==> config.mk <==
export PLATFORM = sky130hd
export DESIGN_NAME = rxaf_ctrl
export DESIGN_NICKNAME = d
export VERILOG_FILES = /design/src/verilog/rxaf_pkg.sv /design/src/verilog/rxaf_filt_if.sv /design/src/verilog/rxaf_filter.sv /design/src/verilog/rxaf_ctrl.sv
export VERILOG_INCLUDE_DIRS = /design/src /design/src/verilog
export SDC_FILE = /design/constraint.sdc
export NUM_CORES = 1
export LEC_CHECK = 0
export BUFFER_PORTS_ARGS = -buffer_cell sky130_fd_sc_hd__buf_2
export CAP_MARGIN = 30
export CORE_UTILIZATION = 37
export DETAILED_ROUTE_END_ITERATION = 6
export GPL_ROUTABILITY_DRIVEN = 1
export PLACE_DENSITY = 0.88
export SETUP_SLACK_MARGIN = 0.15
export SYNTH_ARGS = -nofsm -noshare
export SYNTH_HDL_FRONTEND = slang
export SYNTH_SLANG_ARGS = --single-unit
==> constraint.sdc <==
create_clock -name sys_clk -period 1.4 [get_ports sys_clk]
set_clock_uncertainty 0.1 [all_clocks]
set_input_delay 0.07 -clock sys_clk [delete_from_list [all_inputs] [get_ports sys_clk]]
set_output_delay 0.07 -clock sys_clk [all_outputs]
set_load 0.02 [all_outputs]
==> src/verilog/rxaf_regs.svh <==
// constants for the receive address filter control block
// assumes a 16-bit host register port on the same clock as the block
// Behaviour
// bit 7 accepts all broadcast frames
// bit 6 accepts all group frames, broadcast included
// bit 5 accepts unicast matching station address
// bit 4 accepts every frame regardless of address
// bit 1 inverts the address check result
// bit 0 set starts the receive running state
// clearing bit 0 stops after current frame
// software clears run bit before flushing queue
// filter bits sampled at each frame start
`ifndef RXAF_REGS_SVH
`define RXAF_REGS_SVH

// ****************************************************************
// register map
// ****************************************************************
`define RXAF_ADDR_W        12
`define RXAF_CTRL1_OFS     12'h174
`define RXAF_CTRL1_RST     16'h0800

// ****************************************************************
// field positions
// ****************************************************************
`define RXAF_BIT_RUN       0
`define RXAF_BIT_INV       1
`define RXAF_BIT_ALL       4
`define RXAF_BIT_UNI       5
`define RXAF_BIT_GRP       6
`define RXAF_BIT_BCAST     7
`define RXAF_BIT_GROUP_ADR 40
`define RXAF_BCAST_ADR     48'hffff_ffff_ffff

`endif

==> src/verilog/rxaf_pkg.sv <==
// types shared by the receive address filter control files
// assumes nothing beyond a SystemVerilog compiler
package rxaf_pkg;

  // receive process states
  typedef enum logic [1:0] {
    RXAF_STOPPED  = 2'b00,  // no frames taken
    RXAF_RUNNING  = 2'b01,  // frames taken in
    RXAF_DRAINING = 2'b10   // run cleared, finishing current frame
  } rxaf_state_t;

endpackage : rxaf_pkg

==> src/verilog/rxaf_filt_if.sv <==
// carrier between the control top and its address filter
// assumes both ends sit on the same clock
`timescale 1ns/1ps
interface rxaf_filt_if;
  logic [7:0]  sel;      // filter selection byte
  logic [47:0] dest;     // destination address of the frame
  logic [47:0] station;  // programmed station address
  logic        accept;   // filter verdict

  modport ctrl (output sel, output dest, output station, input accept);
  modport filt (input sel, input dest, input station, output accept);
endinterface : rxaf_filt_if

==> src/verilog/rxaf_filter.sv <==
// combinational destination address filter
// assumes the selection byte is stable in the frame start cycle
`timescale 1ns/1ps
`include "rxaf_regs.svh"
module rxaf_filter (
  // carrier from the control top
  rxaf_filt_if.filt f
);

  logic is_bcast;  // all-ones destination
  logic is_group;  // group bit of the first octet
  logic is_match;  // equals station address
  logic normal;    // verdict before inversion

  // ****************************************************************
  // address classification and verdict
  // ****************************************************************
  always_comb begin
    is_bcast = (f.dest == `RXAF_BCAST_ADR);
    is_group = f.dest[`RXAF_BIT_GROUP_ADR];
    is_match = (f.dest == f.station);
    normal   = f.sel[`RXAF_BIT_ALL]
             | (is_bcast & f.sel[`RXAF_BIT_BCAST])
             | (is_group & f.sel[`RXAF_BIT_GRP])
             | (~is_group & is_match & f.sel[`RXAF_BIT_UNI]);
    // inversion covers the whole verdict, accept-all included
    f.accept = f.sel[`RXAF_BIT_INV] ? ~normal : normal;
  end

endmodule : rxaf_filter

==> src/verilog/rxaf_ctrl.sv <==
// receive control register one and the receive run/stop control
// assumes frame_start/frame_end come from logic on sys_clk
`timescale 1ns/1ps
`include "rxaf_regs.svh"
module rxaf_ctrl (
  // clock and reset
  input  wire logic                    sys_clk,
  input  wire logic                    rst,
  // host register port
  input  wire logic [`RXAF_ADDR_W-1:0] host_addr,
  input  wire logic                    host_wr,
  input  wire logic                    host_rd,
  input  wire logic [1:0]              host_be,
  input  wire logic [15:0]             host_wdata,
  output logic      [15:0]             host_rdata_r,
  // frame side
  input  wire logic                    frame_start,
  input  wire logic                    frame_end,
  input  wire logic [47:0]             dest_addr,
  input  wire logic [47:0]             station_addr,
  output logic                         frame_take_r,
  output logic                         frame_drop_r,
  output logic                         rx_running_r,
  output logic [7:0]                   upper_ctrl_r
);

  logic [15:0]          ctrl_r;     // receive_control_one contents
  rxaf_pkg::rxaf_state_t st_r;      // receive process state
  rxaf_pkg::rxaf_state_t st_nxt;    // next state
  logic                 in_frame_r; // an admitted frame is in progress
  logic                 hit;        // register address decoded
  logic                 admit;      // frame start seen while running

  rxaf_filt_if fif ();

  // ****************************************************************
  // filter hookup
  // ****************************************************************
  // the live register byte is used at frame start only; the verdict
  // is latched then, so later writes act from the next frame
  assign fif.sel     = ctrl_r[7:0];
  assign fif.dest    = dest_addr;
  assign fif.station = station_addr;

  rxaf_filter u_filter (
    .f (fif.filt)
  );

  assign hit   = (host_addr == `RXAF_CTRL1_OFS);
  assign admit = frame_start & (st_r == rxaf_pkg::RXAF_RUNNING);

  // ****************************************************************
  // register write, per byte lane
  // ****************************************************************
  always_ff @(posedge sys_clk) begin
    if (rst) begin
      ctrl_r <= `RXAF_CTRL1_RST;
    end else if (host_wr && hit) begin
      if (host_be[0]) begin
        ctrl_r[7:0] <= host_wdata[7:0];
      end
      if (host_be[1]) begin
        ctrl_r[15:8] <= host_wdata[15:8];
      end
    end
  end

  // ****************************************************************
  // register read, one cycle latency, unmapped reads zero
  // ****************************************************************
  always_ff @(posedge sys_clk) begin
    if (rst) begin
      host_rdata_r <= 16'h0000;
    end else if (host_rd && hit) begin
      host_rdata_r <= ctrl_r;
    end else begin
      host_rdata_r <= 16'h0000;
    end
  end

  // upper byte goes to checksum, flow control and flush logic;
  // flushing with run still set is the software's fault
  always_ff @(posedge sys_clk) begin
    if (rst) begin
      upper_ctrl_r <= 8'(`RXAF_CTRL1_RST >> 8);
    end else begin
      upper_ctrl_r <= ctrl_r[15:8];
    end
  end

  // ****************************************************************
  // frame tracking
  // ****************************************************************
  // end wins over start: a one-cycle frame must not leave the flag set
  always_ff @(posedge sys_clk) begin
    if (rst) begin
      in_frame_r <= 1'b0;
    end else if (frame_end) begin
      in_frame_r <= 1'b0;
    end else if (admit) begin
      in_frame_r <= 1'b1;
    end
  end

  // ****************************************************************
  // run/stop state machine
  // ****************************************************************
  always_comb begin
    st_nxt = st_r;
    case (st_r)
      rxaf_pkg::RXAF_STOPPED: begin
        if (ctrl_r[`RXAF_BIT_RUN]) begin
          st_nxt = rxaf_pkg::RXAF_RUNNING;
        end
      end
      rxaf_pkg::RXAF_RUNNING: begin
        if (!ctrl_r[`RXAF_BIT_RUN]) begin
          // never cut a frame short, one admitted this cycle included
          st_nxt = ((in_frame_r || admit) && !frame_end) ?
                   rxaf_pkg::RXAF_DRAINING :
                   rxaf_pkg::RXAF_STOPPED;
        end
      end
      rxaf_pkg::RXAF_DRAINING: begin
        if (ctrl_r[`RXAF_BIT_RUN]) begin
          st_nxt = rxaf_pkg::RXAF_RUNNING;
        end else if (frame_end) begin
          st_nxt = rxaf_pkg::RXAF_STOPPED;
        end
      end
      default: begin
        st_nxt = rxaf_pkg::RXAF_STOPPED;
      end
    endcase
  end

  always_ff @(posedge sys_clk) begin
    if (rst) begin
      st_r <= rxaf_pkg::RXAF_STOPPED;
    end else begin
      st_r <= st_nxt;
    end
  end

  always_ff @(posedge sys_clk) begin
    if (rst) begin
      rx_running_r <= 1'b0;
    end else begin
      rx_running_r <= (st_nxt != rxaf_pkg::RXAF_STOPPED);
    end
  end

  // ****************************************************************
  // per-frame verdict pulses
  // ****************************************************************
  always_ff @(posedge sys_clk) begin
    if (rst) begin
      frame_take_r <= 1'b0;
      frame_drop_r <= 1'b0;
    end else begin
      frame_take_r <= admit & fif.accept;
      frame_drop_r <= admit & ~fif.accept;
    end
  end
endmodule : rxaf_ctrl

-- Yosys cells after proc, flatten, opt, wreduce, memory -nomap -nowiden
Cells that the tools add are included.
- logic and storage cells: 46
- register bits after elaboration: 46
- input port bits: 132
- output and inout port bits: 27
- eq/ne operators: 5
- mux-type cells: 7
- reductions and logical operators: 11
- bitwise logic cells: 14
- operator list (operator ; count):
    == test 48 bit ; 1
    == test 48 bit, second input constant ; 1
    == test 12 x 9 -> 1 bit, second input constant ; 1
    2-to-1 mux 2 bit ; 5
    bitwise AND 1 bit ; 7
    one-hot mux 2 bit (3 select lines) ; 1
    NOT 1 bit ; 4
    AND reduction 2 bit ; 2
    OR reduction 2 bit ; 2
    logical AND 1 bit ; 3
    OR 1 bit ; 3
    == test 2 x 1 -> 1 bit, second input constant ; 1
    == test 2 bit, second input constant ; 1
    zero test 2 bit ; 1
    nonzero test 2 bit ; 1
    zero test 1 bit ; 1
    logical OR 1 bit ; 1
    2-to-1 mux 1 bit ; 1

-- Longest topological paths before layout
- word-level depth: 9
- mapped depth: 6
- depth with buffers taken out: 6

-- Hierarchy
Synthesis repeated with hierarchy kept, for this count alone.
- cells, all modules: 238
- area total of the unflattened synthesis: 2342.2 um2
- by module, submodules not included (module ; cells an instance ; area an instance (um2) ; times used ; sequential area each (um2)):
    rxaf_ctrl ; 139 ; 1597.8 ; 1 ; 920.9
    rxaf_filter ; 99 ; 744.5 ; 1 ; 0.0

-- Least setup slack after synthesis
No wires, ideal clock.
- path kind: flip-flop to flip-flop
- from: register ctrl_r[5]
- to: register frame_drop_r
- library setup time: 0.115 ns
- path slack: 0.021 ns
- period minus slack after synthesis: 1.379 ns
- path buffers: 0
- arrival time: 1.164 ns
- cell stages (with the launch flop): 6
- data required time: 1.185 ns
- cells stage by stage: dfxtp_1 > nor3b_1 > nand4_1 > nor4_2 > nor3_1 > o21ba_2
- word-level cells in the longest chain between the ends: 6
- ends and longest elaborated chain (what ; RTL line ; RTL):
    start: declaration ; rxaf_ctrl.sv:27 ; logic [15:0] ctrl_r;
    start signal: assignment ; rxaf_ctrl.sv:57 ; ctrl_r <= `RXAF_CTRL1_RST;
    start signal: assignment ; rxaf_ctrl.sv:60 ; ctrl_r[7:0] <= host_wdata[7:0];
    bitwise AND 1 bit * ; rxaf_filter.sv:25 ; | (~is_group & is_match & f.sel[`RXAF_BIT_UNI]);
    OR 1 bit * ; rxaf_filter.sv:22 ; normal = f.sel[`RXAF_BIT_ALL]
    NOT 1 bit ; rxaf_filter.sv:27 ; f.accept = f.sel[`RXAF_BIT_INV] ? ~normal : normal;
    2-to-1 mux 1 bit * ; rxaf_filter.sv:27 ;
    NOT 1 bit * ; rxaf_ctrl.sv:162 ; frame_drop_r <= admit & ~fif.accept;
    bitwise AND 1 bit * ; rxaf_ctrl.sv:162 ;
    end signal: assignment ; rxaf_ctrl.sv:162 ;
    end: declaration ; rxaf_ctrl.sv:22 ; output logic frame_drop_r,
Every way passes the cells marked *; elsewhere a longest branch is shown, timed or not.
A chain may end at the register's enable or synchronous reset.

-- Worst setup path in the final report
- from: input port dest_addr[9]
- to: register frame_drop_r
- word-level cells in the longest chain between the ends: 9
- elaborated cells between the ends (all ways): 12
- those cells by class: eq/ne (2); mux (1); bitwise (9)
- ends and longest elaborated chain (what ; RTL line ; RTL):
    start: declaration ; rxaf_ctrl.sv:19 ; input wire logic [47:0] dest_addr,
    == test 48 bit (no line) ; -- ;
    bitwise AND 1 bit ; rxaf_filter.sv:23 ; | (is_bcast & f.sel[`RXAF_BIT_BCAST])
    OR 1 bit (2 in series) ; rxaf_filter.sv:22 ;
    OR 1 bit * ; rxaf_filter.sv:22 ;
    NOT 1 bit ; rxaf_filter.sv:27 ;
    2-to-1 mux 1 bit * ; rxaf_filter.sv:27 ;
    NOT 1 bit * ; rxaf_ctrl.sv:162 ;
    bitwise AND 1 bit * ; rxaf_ctrl.sv:162 ;
Marks and branches as above.

==> insert_results.sql <==
INSERT INTO impl_metrics (metric_group, metric, value, unit) VALUES
('cts', 'buffer_type_at_the_clock_tree_root', 'sky130_fd_sc_hd__clkbuf_8', ''),
('routing', 'drt-initial-drc-count', '98', ''),
('worst_setup_path', 'max_stage_delay', '0.37', 'ns'),
('worst_setup_path', 'ff2ff_setup_slack', '-0.02', 'ns'),
('routing', 'drtAntennaViolNets', '0', ''),
('global_route', 'largest_net_degree_at_the_start_of_global_routing', '17', ''),
('outcome', 'violations', 'setup timing', ''),
('routing', 'routed_wirelength', '7.66', 'mm'),
('layout', 'area_growth', '71.8', '%'),
('timing', 'postLayoutSetupSlackWorst', '-0.0481', 'ns'),
('power_and_ir_drop', 'internal-power', '2.14', 'mW'),
('worst_setup_path', 'critPathLaunchType', 'input port', ''),
('power_and_ir_drop', 'seq_power_share', '0.470', ''),
('global_route', 'total_track_usage', '0.234', ''),
('yosys', 'most_used_standard_cell_by_instance_count_after_synthesis', 'sky130_fd_sc_hd__dfxtp_1', ''),
('power_and_ir_drop', 'ir_drop', '0.000694', 'V'),
('yosys', 'synth_cells', '224', ''),
('yosys', 'synthesis.yosys.warnings', '0', ''),
('layout', 'finish.instance_area', '0.00374', 'mm2'),
('timing', 'setup_repair_after_global_routing_missed_its_margin', 'true', ''),
('placed_design', 'preCtsSetupSlack', '-0.235', 'ns'),
('yosys', 'synth_largest_type_area_fraction', '0.423', ''),
('global_route', 'grt_antenna_before_repair', '1', ''),
('worst_setup_path', 'crit_path_max_fanout', '2', ''),
('layout', 'layout-drive-gt1-share', '0.517', ''),
('worst_setup_path', 'timing.setup.critical_path_class', 'input port to flip-flop', ''),
('placed_design', 'place_congestion', '0.863', ''),
('timing', 'finalMaxSlewViolations', '0', ''),
('routing', 'firstDrtPassIters', '4', ''),
('power_and_ir_drop', 'total_power', '2.78', 'mW'),
('routing', 'dr_total_vias', '2451', ''),
('timing', 'period_needed', '1.45', 'ns'),
('cts', 'worst_skew_pair.late_latency', '0.29', 'ns'),
('yosys', 'synth_area', '0.00218', 'mm2'),
('timing', 'timing.hold.ws', '0.0531', 'ns'),
('global_route', 'first_global_vias', '2474', ''),
('yosys', 'synth_enable_flop_cells', '0', ''),
('global_route', 'global_route_wire_length_before_repair', '11.2', 'mm'),
('worst_setup_path', 'endpoint_kind', 'flip-flop', ''),
('routing', 'wl_per_cell', '14.9', 'um'),
('yosys', 'postSynthNetCount', '356', ''),
('worst_setup_path', 'worst-endpoint-arrival', '1.54', 'ns'),
('yosys', 'ys_ff_latch', '46', ''),
('yosys', 'synth.distinct_cells', '35', ''),
('power_and_ir_drop', 'power_density', '743', 'mW/mm2'),
('yosys', 'synth_top_area_cell', 'sky130_fd_sc_hd__dfxtp_1', ''),
('routing', 'wl_met1', '3.06', 'mm'),
('power_and_ir_drop', 'p_leak', '1.80', 'nW'),
('placed_design', 'placed_cells', '485', ''),
('outcome', 'outcome', 'complete, but fails checks', ''),
('routing', 'avgViaCountPerCell', '4.77', ''),
('timing', 'setup_viol', '2', ''),
('worst_setup_path', 'critPathRequiredTime', '1.49', 'ns'),
('run', 'max_cap_violations', '0', ''),
('die', 'placementRows', '27', ''),
('cts', 'tritoncts_clock_tree', 'done', ''),
('placed_design', 'detailed_place.area', '0.00331', 'mm2'),
('routing', 'met2WireLength', '3.91', 'mm'),
('yosys', 'share_of_synthesized_registers_carrying_an_async_set_or_reset', '0', ''),
('die', 'pin_count', '159', ''),
('yosys', 'syn-mean-instance-area', '9.73', 'um2'),
('power_and_ir_drop', 'net_switching', '0.644', 'mW'),
('die', 'die-height', '78.8', 'um'),
('die', 'design.core.area', '0.00561', 'mm2'),
('timing', 'achievable_clock_frequency', '691', 'MHz'),
('routing', 'drc', '0', ''),
('cts', 'tritoncts_num_sinks', '46', ''),
('timing', 'worstMarginPinSlew', '0.341', 'ns'),
('yosys', 'synth_ff_type', 'sky130_fd_sc_hd__dfxtp_1', ''),
('routing', 'highest_layer', 'met4', ''),
('power_and_ir_drop', 'pwr-share-clk', '0.344', '');
==> worst max-delay path, delay by kind of cell <==
family | cells | cell delay, ns
AND/OR/NAND/NOR | 4 | 1.00
AO/OA/AOI/OAI | 1 | 0.20
XOR/XNOR | 1 | 0.16
buffers and inverters | 1 | 0.12
==> metal layers <==
layer  GRT usage  vias up
met4      0.0759        0
met5           0        -
met1       0.279     1120
met2       0.410      106
met3      0.0552       16
li1            -     1209
==> flip-flops by register name, summed over array words and instances, names as in the netlist <==
name	cells
st_r	2
rx_running_r	1
ctrl_r	16
frame_take_r	1
frame_drop_r	1
upper_ctrl_r	8
host_rdata_r	16
in_frame_r	1
==> timing repair <==
item | CTS | global route
resized for setup | 7 | 19
setup buffers | 0 | 1
cloned | 0 | 1
endpoints found under the hold margin | 20 | 0
hold buffers | 18 | 0
pin swaps | 10 | 12
endpoints found under the setup margin | 2 | 29
==> final cells by class <==
type,instances,area [um2]
tap,72,90.1
fill,454,1860
inverter,5,18.8
clock inverter,2,37.5
multi-input combinational,170,1310
clock buffer,6,72.6
sequential,46,922
timing repair buffer,212,1290
antenna,1,2.50
==> power by group through the flow <==
stage               Clock, mW  Sequential [mW]  Combinational (mW)
floorplan                   0             1.34               0.129
global placement            0             1.34               0.437
detailed placement          0             1.34               0.450
CTS                     0.978             1.31               0.502
global route             1.04             1.31               0.561
finish                  0.957             1.31               0.520
==> worst paths after layout <==
check                     from         endpoint  cells past startpoint
setup / recovery  dest_addr[9]     frame_drop_r                      7
hold / removal             rst       ctrl_r[15]                      2
setup reg to reg     ctrl_r[5]     frame_drop_r                      5
hold reg to reg      ctrl_r[2]  host_rdata_r[2]                      1
==> kinds of logic (layout without fill, tap and decap cells) <==
kind of cell,count (synthesis),count (layout),synth area share
flops,46,46,0.423
buf+inv,9,225,0.0161
mux,10,10,0.0459
other cells,0,1,0
compound gates,20,20,0.0586
xor+xnor,45,45,0.181
simple gates,94,95,0.276
==> cells in the final DEF (no fill, tap or decap), types with 3 or more instances in the layout <==
cell type	synthesis	final
sky130_fd_sc_hd__buf_2	0	152
sky130_fd_sc_hd__dfxtp_1	46	45
sky130_fd_sc_hd__xor2_1	43	43
sky130_fd_sc_hd__buf_4	0	33
sky130_fd_sc_hd__dlygate4sd3_1	0	18
sky130_fd_sc_hd__and2_1	16	16
sky130_fd_sc_hd__nand4_1	15	15
sky130_fd_sc_hd__nor2_1	13	13
sky130_fd_sc_hd__mux2i_1	10	9
sky130_fd_sc_hd__nor4_1	12	9
sky130_fd_sc_hd__buf_6	0	9
sky130_fd_sc_hd__nor2b_1	9	8
sky130_fd_sc_hd__inv_1	5	5
sky130_fd_sc_hd__nand2_1	9	5
sky130_fd_sc_hd__o21ai_0	6	5
sky130_fd_sc_hd__clkbuf_8	0	5
sky130_fd_sc_hd__a21oi_1	7	4
sky130_fd_sc_hd__nor3_2	1	3
sky130_fd_sc_hd__nand2_2	0	3
sky130_fd_sc_hd__a21oi_2	0	3
sky130_fd_sc_hd__nand2b_1	3	3
sky130_fd_sc_hd__nor4_2	1	3
==> per-stage QoR <==
| stage | TNS (ns) | util |
|---|---|---|
| 2_1_floorplan | 0 | - |
| 3_3_place_gp | -2.31 | 0.591 |
| 3_5_place_dp | -3.16 | 0.591 |
| 4_1_cts | 0 | 0.650 |
| 5_1_grt | -0.184 | 0.668 |
| 6_report | -0.0596 | 0.668 |
Power figures use the tool's default switching activity.
